===== config.mk =====
export PLATFORM = sky130hd
export DESIGN_NAME = drr_top
export DESIGN_NICKNAME = d
export VERILOG_FILES = /design/src/design/drr_pkg.sv /design/src/design/drr_top.sv
export SDC_FILE = /design/constraint.sdc
export NUM_CORES = 1
export LEC_CHECK = 0
export ABC_AREA = 1
export BUFFER_PORTS_ARGS = -buffer_cell sky130_fd_sc_hd__buf_2
export CORE_MARGIN = 4
export CORE_UTILIZATION = 40
export DETAILED_ROUTE_END_ITERATION = 8
export RECOVER_POWER = 50
export SLEW_MARGIN = 30
export SYNTH_ARGS = -nofsm -noshare
export SYNTH_HDL_FRONTEND = slang
export SYNTH_SLANG_ARGS = --single-unit

===== constraint.sdc =====
create_clock -name i_clk_sys -period 2.2 [get_ports i_clk_sys]
set_input_delay 0.11 -clock i_clk_sys [delete_from_list [all_inputs] [get_ports i_clk_sys]]
set_output_delay 0.11 -clock i_clk_sys [all_outputs]
set_load 0.02 [all_outputs]

===== src/design/drr_pkg.sv =====
package drr_pkg;
  // ------------------------------------------------------------
  // sizes
  // ------------------------------------------------------------
  localparam int N_CH   = 4;                  // router / dma channels
  localparam int N_GEN  = 4;                  // request generators
  localparam int N_REQ  = 8;                  // peripheral request inputs
  localparam int N_SYNC = 4;                  // sync / trigger inputs
  // ------------------------------------------------------------
  // register offsets (byte addresses)
  // ------------------------------------------------------------
  localparam logic [7:0] OFF_CFG0    = 8'h00; // router_chan_config_reg, 4 words
  localparam logic [7:0] OFF_CSTAT   = 8'h10; // router_chan_status_reg
  localparam logic [7:0] OFF_CCLR    = 8'h14; // router_chan_clear_reg
  localparam logic [7:0] OFF_GCFG0   = 8'h20; // generator config, 4 words
  localparam logic [7:0] OFF_GSTAT   = 8'h30; // generator_status_reg
  localparam logic [7:0] OFF_GCLR    = 8'h34; // generator_clear_reg
  localparam logic [7:0] OFF_DSTAT   = 8'h40; // dma flags
  localparam logic [7:0] OFF_DCLR    = 8'h44; // dma_flag_clear_reg
  localparam logic [7:0] OFF_DEN     = 8'h48; // dma channel enables
  localparam logic [7:0] OFF_IMASK   = 8'h4c; // interrupt mask
  // ------------------------------------------------------------
  // field positions of router_chan_config_reg and generator config
  // ------------------------------------------------------------
  localparam int CFG_SEL_LSB  = 0;            // request_select [5:0]
  localparam int CFG_SYNC_LSB = 8;            // sync_input_select [4:0]
  localparam int CFG_SE_BIT   = 16;           // sync_enable
  localparam int CFG_POL_LSB  = 17;           // sync_edge_polarity [1:0]
  localparam int GCFG_CNT_LSB = 8;            // req_count_minus_one [4:0]
  localparam int GCFG_EN_BIT  = 16;           // generator enable
  // dma flag layout per channel: global, done, half, error
  localparam int DF_GLB = 0;
  localparam int DF_TC  = 1;
  localparam int DF_HT  = 2;
  localparam int DF_TE  = 3;
  localparam logic [31:0] RST_VAL = 32'h0000_0000;
  // ------------------------------------------------------------
  // packed carriers
  // ------------------------------------------------------------
  typedef struct packed {
    logic [1:0] sync_edge_polarity;           // 00 none, 01 rise, 10 fall, 11 both
    logic       sync_enable;
    logic [4:0] sync_input_select;
    logic [5:0] request_select;
  } drr_cfg_type;
  typedef struct packed {
    logic [N_CH-1:0] done;                    // transfer complete
    logic [N_CH-1:0] half;                    // half transfer
    logic [N_CH-1:0] err;                     // transfer error
  } drr_dma_evt_type;
endpackage : drr_pkg


===== src/design/drr_top.sv =====
`timescale 1ns/1ps
// What this block does
// - transfer error sets error, global; disables channel
// - global clear never masks simultaneous error
// - half, done, error flags each clearable
// - sync overrun flag, write-one clear
// - other channel clear never loses overrun
// - trigger issues count field plus one requests
// - trigger before burst served sets overrun
// - trigger overrun flag, write-one clear
// - other generator clear never loses overrun
// - config holds select, sync select, enable, polarity
// - new selection routes only new request
module drr_top (
  input  wire logic                        i_clk_sys,   // 250 mhz system clock
  input  wire logic                        i_nrst,      // sync reset, low active
  input  wire logic                        i_wb_cyc,    // wishbone cycle
  input  wire logic                        i_wb_stb,    // wishbone strobe
  input  wire logic                        i_wb_we,     // write enable
  input  wire logic [7:0]                  i_wb_adr,    // byte address
  input  wire logic [3:0]                  i_wb_sel,    // byte selects
  input  wire logic [31:0]                 i_wb_dat,    // write data
  output logic      [31:0]                 o_wb_dat,    // read data
  output logic                             o_wb_ack,    // ack, one cycle
  input  wire logic [drr_pkg::N_REQ-1:0]   i_per_req,   // peripheral requests (pins)
  input  wire logic [drr_pkg::N_SYNC-1:0]  i_sync,      // sync / trigger inputs (pins)
  input  wire logic [drr_pkg::N_CH-1:0]    i_dma_ack,   // dma served one request
  input  wire drr_pkg::drr_dma_evt_type    i_dma_evt,   // dma channel events
  output logic      [drr_pkg::N_CH-1:0]    o_dma_req,   // routed requests
  output logic      [drr_pkg::N_CH-1:0]    o_dma_en,    // channel enables
  output logic                             o_irq        // level interrupt
);
  import drr_pkg::*;

  // ------------------------------------------------------------
  // input synchronisers
  // ------------------------------------------------------------
  logic [N_REQ-1:0]  req_s1, req_s2;          // request sync stages
  logic [N_SYNC-1:0] syn_s1, syn_s2, syn_d;   // sync stages and delay
  // first stage only feeds second stage
  always_ff @(posedge i_clk_sys) begin
    req_s1 <= i_per_req;
    req_s2 <= req_s1;
    syn_s1 <= i_sync;
    syn_s2 <= syn_s1;
    syn_d  <= syn_s2;
  end

  // ------------------------------------------------------------
  // bus decode
  // ------------------------------------------------------------
  logic        acc, wr;                       // access, write strobe
  logic [31:0] wmask;                         // byte-lane mask
  assign acc   = i_wb_cyc & i_wb_stb & ~o_wb_ack;
  assign wr    = acc & i_wb_we;
  assign wmask = {{8{i_wb_sel[3]}}, {8{i_wb_sel[2]}}, {8{i_wb_sel[1]}}, {8{i_wb_sel[0]}}};

  // ------------------------------------------------------------
  // registers
  // ------------------------------------------------------------
  drr_cfg_type      cfg [N_CH];               // router channel config
  drr_cfg_type      next_cfg [N_CH];
  logic [5:0]       act_sel [N_CH];           // selection used for routing
  logic [5:0]       next_act_sel [N_CH];
  logic [4:0]       gcnt [N_GEN];             // req_count_minus_one
  logic [4:0]       next_gcnt [N_GEN];
  logic [1:0]       gpol [N_GEN];             // trigger polarity
  logic [1:0]       next_gpol [N_GEN];
  logic [N_GEN-1:0] gen_en, next_gen_en;      // generator enable
  logic [5:0]       left [N_GEN];             // requests still to serve
  logic [5:0]       next_left [N_GEN];
  logic [N_CH-1:0]  sync_overrun_flag, next_sof;
  logic [N_GEN-1:0] trig_overrun_flag, next_tof;
  logic [N_CH-1:0]  chan_global_flag, chan_xfer_done_flag;
  logic [N_CH-1:0]  chan_half_xfer_flag, chan_xfer_err_flag;
  logic [N_CH-1:0]  next_glb, next_tc, next_ht, next_te;
  logic [N_CH-1:0]  next_en;                  // dma enables
  logic [N_CH-1:0]  gate, next_gate;          // sync gate open
  logic [N_CH-1:0]  next_req;
  logic [15:0]      imask, next_imask;        // interrupt mask
  logic [31:0]      next_rdat;
  logic             next_irq;

  // ------------------------------------------------------------
  // event detection helpers
  // ------------------------------------------------------------
  // edge of a synchronised input per polarity code
  function automatic logic edge_hit(input logic [1:0] pol, input logic cur, input logic prv);
    edge_hit = (pol[0] & cur & ~prv) | (pol[1] & ~cur & prv);
  endfunction : edge_hit

  // register image of one router channel config; the struct packs its
  // fields tightly, the bus word keeps them at their documented positions
  function automatic logic [31:0] cfg_word(input drr_cfg_type c);
    cfg_word = (32'(c.request_select) << CFG_SEL_LSB)
             | (32'(c.sync_input_select) << CFG_SYNC_LSB)
             | (32'(c.sync_enable) << CFG_SE_BIT)
             | (32'(c.sync_edge_polarity) << CFG_POL_LSB);
  endfunction : cfg_word

  // ------------------------------------------------------------
  // next-state logic
  // ------------------------------------------------------------
  always_comb begin
    logic sev;                                // sync event this cycle
    logic tev;                                // trigger event this cycle
    logic [31:0] w;                           // merged write value
    sev = 1'b0;
    tev = 1'b0;
    w   = 32'h0;
    next_sof   = sync_overrun_flag;
    next_tof   = trig_overrun_flag;
    next_glb   = chan_global_flag;
    next_tc    = chan_xfer_done_flag;
    next_ht    = chan_half_xfer_flag;
    next_te    = chan_xfer_err_flag;
    next_en    = o_dma_en;
    next_gen_en = gen_en;
    next_imask = imask;
    next_gate  = gate;
    next_rdat  = 32'h0;
    for (int c = 0; c < N_CH; c++) begin
      next_cfg[c]     = cfg[c];
      next_act_sel[c] = act_sel[c];
      next_req[c]     = 1'b0;
    end
    for (int g = 0; g < N_GEN; g++) begin
      next_gcnt[g] = gcnt[g];
      next_gpol[g] = gpol[g];
      next_left[g] = left[g];
    end
    // ---- software writes: clears first, hardware sets win after
    if (wr) begin
      for (int c = 0; c < N_CH; c++) begin
        if (i_wb_adr == OFF_CFG0 + 8'(4 * c)) begin
          w = (cfg_word(cfg[c]) & ~wmask) | (i_wb_dat & wmask);
          next_cfg[c].request_select     = w[CFG_SEL_LSB +: 6];
          next_cfg[c].sync_input_select  = w[CFG_SYNC_LSB +: 5];
          next_cfg[c].sync_enable        = w[CFG_SE_BIT];
          next_cfg[c].sync_edge_polarity = w[CFG_POL_LSB +: 2];
          // new selection takes effect at once
          next_act_sel[c] = w[CFG_SEL_LSB +: 6];
        end
      end
      for (int g = 0; g < N_GEN; g++) begin
        if (i_wb_adr == OFF_GCFG0 + 8'(4 * g)) begin
          w = ({15'h0, gen_en[g], 3'h0, gcnt[g], 6'h0, gpol[g]} & ~wmask) | (i_wb_dat & wmask);
          next_gpol[g]   = w[1:0];
          next_gcnt[g]   = w[GCFG_CNT_LSB +: 5];
          next_gen_en[g] = w[GCFG_EN_BIT];
        end
      end
      if (i_wb_adr == OFF_CCLR)  next_sof = sync_overrun_flag & ~i_wb_dat[N_CH-1:0];
      if (i_wb_adr == OFF_GCLR)  next_tof = trig_overrun_flag & ~i_wb_dat[N_GEN-1:0];
      if (i_wb_adr == OFF_DCLR) begin
        for (int c = 0; c < N_CH; c++) begin
          if (i_wb_dat[4*c + DF_GLB]) next_glb[c] = 1'b0;
          if (i_wb_dat[4*c + DF_TC])  next_tc[c]  = 1'b0;
          if (i_wb_dat[4*c + DF_HT])  next_ht[c]  = 1'b0;
          if (i_wb_dat[4*c + DF_TE])  next_te[c]  = 1'b0;
        end
      end
      if (i_wb_adr == OFF_DEN)   next_en    = i_wb_dat[N_CH-1:0];
      if (i_wb_adr == OFF_IMASK) next_imask = i_wb_dat[15:0];
    end
    // ---- dma channel events
    for (int c = 0; c < N_CH; c++) begin
      if (i_dma_evt.half[c]) begin next_ht[c] = 1'b1; next_glb[c] = 1'b1; end
      if (i_dma_evt.done[c]) begin next_tc[c] = 1'b1; next_glb[c] = 1'b1; end
      // error sets both flags and disables, beats any clear
      if (i_dma_evt.err[c]) begin
        next_te[c]  = 1'b1;
        next_glb[c] = 1'b1;
        next_en[c]  = 1'b0;
      end
    end
    // ---- router channels with synchronisation
    for (int c = 0; c < N_CH; c++) begin
      sev = edge_hit(cfg[c].sync_edge_polarity,
                     syn_s2[cfg[c].sync_input_select[1:0]],
                     syn_d[cfg[c].sync_input_select[1:0]]);
      if (!cfg[c].sync_enable) begin
        next_gate[c] = 1'b1;
      end else if (sev) begin
        // overrun sets regardless of clear writes
        if (gate[c]) next_sof[c] = 1'b1;
        next_gate[c] = 1'b1;
      end else if (i_dma_ack[c]) begin
        next_gate[c] = 1'b0;
      end
      if (act_sel[c] < 6'(N_REQ)) begin
        next_req[c] = req_s2[act_sel[c][2:0]] & gate[c] & o_dma_en[c];
      end
      if (act_sel[c] >= 6'(N_REQ) && act_sel[c] < 6'(N_REQ + N_GEN)) begin
        next_req[c] = (left[act_sel[c][1:0]] != 6'h0) & gate[c] & o_dma_en[c];
      end
    end
    // ---- request generators
    for (int g = 0; g < N_GEN; g++) begin
      tev = gen_en[g] & edge_hit(gpol[g], syn_s2[g], syn_d[g]);
      for (int c = 0; c < N_CH; c++) begin
        if (act_sel[c] == 6'(N_REQ + g) && i_dma_ack[c] && left[g] != 6'h0) begin
          next_left[g] = left[g] - 6'h1;
        end
      end
      if (tev) begin
        // overrun while any request pending, final cycle too
        if (left[g] != 6'h0) begin
          next_tof[g] = 1'b1;
        end else begin
          next_left[g] = {1'b0, gcnt[g]} + 6'h1;
        end
      end
      if (!gen_en[g]) next_left[g] = 6'h0;
    end
    // ---- read mux
    for (int c = 0; c < N_CH; c++) begin
      if (i_wb_adr == OFF_CFG0 + 8'(4 * c)) next_rdat = cfg_word(cfg[c]);
    end
    for (int g = 0; g < N_GEN; g++) begin
      if (i_wb_adr == OFF_GCFG0 + 8'(4 * g))
        next_rdat = {15'h0, gen_en[g], 3'h0, gcnt[g], 6'h0, gpol[g]};
    end
    case (i_wb_adr)
      OFF_CSTAT: next_rdat = {28'h0, sync_overrun_flag};
      OFF_GSTAT: next_rdat = {28'h0, trig_overrun_flag};
      OFF_DSTAT: begin
        for (int c = 0; c < N_CH; c++) begin
          next_rdat[4*c +: 4] = {chan_xfer_err_flag[c], chan_half_xfer_flag[c],
                                 chan_xfer_done_flag[c], chan_global_flag[c]};
        end
      end
      OFF_DEN:   next_rdat = {28'h0, o_dma_en};
      OFF_IMASK: next_rdat = {16'h0, imask};
      default:   next_rdat = next_rdat;   // unmapped reads zero
    endcase
    // ---- interrupt: overruns, dma errors and dma global flags
    next_irq = |({next_tof, next_sof, next_te, next_glb} & next_imask);
  end

  // ------------------------------------------------------------
  // state registers
  // ------------------------------------------------------------
  always_ff @(posedge i_clk_sys) begin
    if (!i_nrst) begin
      for (int c = 0; c < N_CH; c++) begin
        cfg[c]     <= drr_cfg_type'(RST_VAL[13:0]);
        act_sel[c] <= 6'h0;
      end
      for (int g = 0; g < N_GEN; g++) begin
        gcnt[g] <= 5'h0;
        gpol[g] <= 2'h0;
        left[g] <= 6'h0;
      end
      gen_en              <= '0;
      sync_overrun_flag   <= '0;
      trig_overrun_flag   <= '0;
      chan_global_flag    <= '0;
      chan_xfer_done_flag <= '0;
      chan_half_xfer_flag <= '0;
      chan_xfer_err_flag  <= '0;
      o_dma_en            <= '0;
      gate                <= '0;
      o_dma_req           <= '0;
      imask               <= 16'h0;
      o_wb_dat            <= 32'h0;
      o_wb_ack            <= 1'b0;
      o_irq               <= 1'b0;
    end else begin
      cfg                 <= next_cfg;
      act_sel             <= next_act_sel;
      gcnt                <= next_gcnt;
      gpol                <= next_gpol;
      left                <= next_left;
      gen_en              <= next_gen_en;
      sync_overrun_flag   <= next_sof;
      trig_overrun_flag   <= next_tof;
      chan_global_flag    <= next_glb;
      chan_xfer_done_flag <= next_tc;
      chan_half_xfer_flag <= next_ht;
      chan_xfer_err_flag  <= next_te;
      o_dma_en            <= next_en;
      gate                <= next_gate;
      o_dma_req           <= next_req;
      imask               <= next_imask;
      o_wb_dat            <= (acc & ~i_wb_we) ? next_rdat : 32'h0;
      o_wb_ack            <= acc;
      o_irq               <= next_irq;
    end
  end
endmodule : drr_top


==> results.md <==
- The count of nets left with antenna violations once routing finished came out at 0.
- For the final routed database, the setup TNS stands at 0 ns.
- The fraction of the mapped netlist area in simple logic gates is 26.63%.
- The final cell utilization of the core is 49.17%.
- The post-route clock period utilization is 91.18%.
- Of the post-synthesis cell area, the dominant cell type holds 40.92%.
- On the critical path, the stage with the largest delay is an instance of nor2_4.
- Relative to the synthesized area, the layout overhead comes to 19.86%.
- The clock insertion delay at the later pin of the skew report is 0.51 ns.
- The tree built by TritonCTS fans out to 213 sinks.
- The worst-case clock skew is 0.007340 ns.
- Of the cells placed in the final design, the portion with a size suffix greater than 1 is 9.221%.
- The cell count after placement is 1925.
- The highest fanout seen on the critical path is 28.
- At the worst endpoint, the arrival time is 2.38 ns.
- Across every metal layer, demand over resource in global routing totals 24.52%.
- After synthesis, the netlist uses 47 different library cells.
- The number of DRC markers after the initial detailed-route iteration is 1045.
- Clock-pin slew was measured on the worst setup and hold paths at 0.06 ns.
- The library cell used most frequently in the layout, excluding fill and tap cells, is nand2_1.
- The number of max-slew violations in the final report was 0.
- For this block, the via count after detailed routing is 10.49k.
- The post-synthesis compound-gate area fraction is 18.94%.
- Counting the fill cells in the layout gives 2600.
- The clock tree buffer depth is 3.
- The global-route congestion overflow total is 0.
- Traced cell by cell, the critical path runs through nand3b_1 -> nor2_4 -> nand2_4 -> nand2_1 -> o21ai_1 -> nand2_1 -> nand2_1 -> nor2_1 -> nand2_1 -> nor2_1 -> nor2_1.
- STA classifies the critical path endpoint as a register.
- In this run the static leakage power is 5.390 nW.
- The die covers 28700 µm².
- Summed over all instances, the cell type with the most area after synthesis is dfxtp_1.
- The final count of hold timing violations is 0.
- For this configuration, the core starts out at a cell density of 41.02%.
- The first detailed-routing pass took 6 iterations.
- The cell area after synthesis is 10420 µm².
- Counting flops with an async set or reset pin after synthesis yields a share of 0%.
- After detailed routing, the number of vias per cell comes to 5.214.
- The critical path class is reg -> reg.
- The site row count is 58.
- Routability-driven placement finished with a final weighted congestion of 0.9544.
- The mux share of post-synthesis cell area is 0%.
- On the worst path, the slowest cell contributes a delay of 0.35 ns.
- The non-filler instance count after layout is 2011.
- In the post-synthesis netlist, the biggest area contributors are dfxtp_1, nand2_1, inv_1, a21oi_1, o21ai_0.
- By area, the combinational part of the netlist is dominated by simple AND/OR/NAND/NOR gates.
- The peak ir drop on the vdd network is 0.6566 mV.
- Setup repair after global routing left no endpoint under its margin.
- For this run, the number of Yosys warnings is 0.
- Post-CTS timing repair inserted 0 buffers for setup.
- In the layout the commonest cells are nand2_1, inv_1, dfxtp_1, a21oi_1, o21ai_0.
- The critical path's most frequent cell is nand2_1.
- The run finished with clean final reports.
- The achievable frequency is 498.5 MHz.
- The number of I/O pins is 119.
- The share of synthesized area occupied by flip-flops and latches is 40.92%.
- The worst path needs 2.006 ns of the cycle, external delays included.
- The path class of the tightest hold or removal check is in -> reg.
- The number of synthesized flops with an enable pin is 0.
- The clock tree from TritonCTS is done.
- The first global-routing pass estimated 55150 µm of wire.
- Dividing total power by cell area gives a power density of 695.9 nW/µm².
- Each instance of the synthesized netlist takes up on average 6.873 µm².
- The number of antenna violations at the first check in global routing is 0.
- The fraction of the mapped netlist area in adder cells is 1.321%.
- The gate count after technology mapping is 1516.
- The number of CTS-inserted buffers is 24.
- The repair_antennas step left the layout with diodes totalling 0.
- STA classifies the critical path startpoint as a register.
- The tool flagged a number of max-cap violations equal to 0.
- The XOR/XNOR share of the synthesized area is 1.093%.
- The die is 169.4 µm wide.
- The region available for standard cell placement spans 25400 µm².
- The via count of the first global-routing pass was 9797.
- The post-detailed-route DRC marker count is 0.
- The slew of the pin with the lowest slew margin is 0.6418 ns.
- In the final routed layout, each cell accounts on average for 17.94 µm.
- The final-report setup violation count is 0.
- CTS built an H-tree with a depth of 1.
- The number of I/O port buffers is 91.
- The wire-length estimate of the detail-placed layout is 27470 µm.
- Entering global routing, the biggest net connects 91 pins.
- The data required time of the worst path is 2.58 ns.
- The total routed wirelength is 36070 µm.
- Headroom to the max-slew limit came out at 57.21%.
- The final net count is 1752.
- The die is 169.4 µm tall.
- The number of synthesized register bits is 213.
- The clock root buffer master is clkbuf_16.
- The prevailing post-synth register cell is dfxtp_1.
==> layer usage <==
| layer | vias up | share of wire [%] | GRT usage [%] |
|---|---|---|---|
| met2 | 388 | 45 | 39.13 |
| met1 | 4780 | 45 | 33.81 |
| met3 | 68 | 7.2 | 4.309 |
| met5 | - | 0 | 0 |
| li1 | 5249 | - | - |
| met4 | 0 | 3.5 | 8.015 |
==> kinds of logic (layout without fill, tap and decap cells) <==
| group | Yosys count | after routing |
|---|---|---|
| flops | 213 | 213 |
| fa+ha+maj | 11 | 11 |
| simple gates | 641 | 641 |
| buf+inv | 282 | 435 |
| xor+xnor | 13 | 13 |
| other cells | 1 | 13 |
| compound gates | 355 | 355 |
==> power breakdown <==
group	leakage, nW	internal [mW]	switching, mW
combinational	3.25	0.159	0.295
clock	0.407	2.63	1.66
sequential	1.73	3.91	0.0457
total	5.39	6.70	2.00
==> worst max-delay path: cells and delay by family (launching register included) <==
family	cells	cell delay (ns)
compound gates	1	0.12
simple gates	10	1.42
flops	1	0.31
==> cells in the mapped netlist, drive strengths merged (4+ instances only) <==
master and count:
nand3 119, o21bai 4, o22ai 8, a31oi 7, a221oi 6, buf 30
o21ai 141, ha 11, nor3 26, o211ai 7, a21oi 145, nand2 347
nor2 126, xor2 12, a211oi 6, dfxtp 213, a2111oi 4, clkbuf 20
nand4 15, o2111ai 13, a22o 5, nand3b 4, inv 231
==> path summary, 6_finish.rpt <==
kind	start	end	slack, ns	cells past startpoint
max reg2reg	o_wb_ack	o_irq	0.19	11
max	o_wb_ack	o_irq	0.19	11
min	i_wb_dat[12]	register	0.04	3
min reg2reg	syn_s1[1]	syn_s2[1]	0.32	0
==> what timing repair did <==
action,4_1_cts,5_1_grt
endpoints found under the hold margin,64,0
hold buffers,43,0
gates resized for setup,0,0
==> layout make-up <==
cell class / count / area [µm²] / area share [%]
Clock buffer: 35 / 723.2 / 5.790
Tap cell: 330 / 412.9 / 3.306
Multi-Input combinational cell: 1033 / 5039 / 40.34
Sequential cell: 213 / 4264 / 34.14
Timing Repair Buffer: 160 / 1057 / 8.465
Inverter: 232 / 870.8 / 6.973
Clock inverter: 8 / 122.6 / 0.9818
==> through the flow <==
stage	setup WS, ns	instance area, µm²	total power, mW	hold slack, ns
3_5_place_dp	0.2446	11270	4.428	0.2140
5_1_grt	0.003571	12490	8.951	0.03210
2_1_floorplan	0.5259	10470	4.241	0.1377
4_1_cts	0.2275	12550	8.748	0.01314
6_report	0.1941	12490	8.691	0.03748
3_3_place_gp	0.2503	11270	4.426	0.2124
Note: power is estimated with default switching activity, not from simulation.
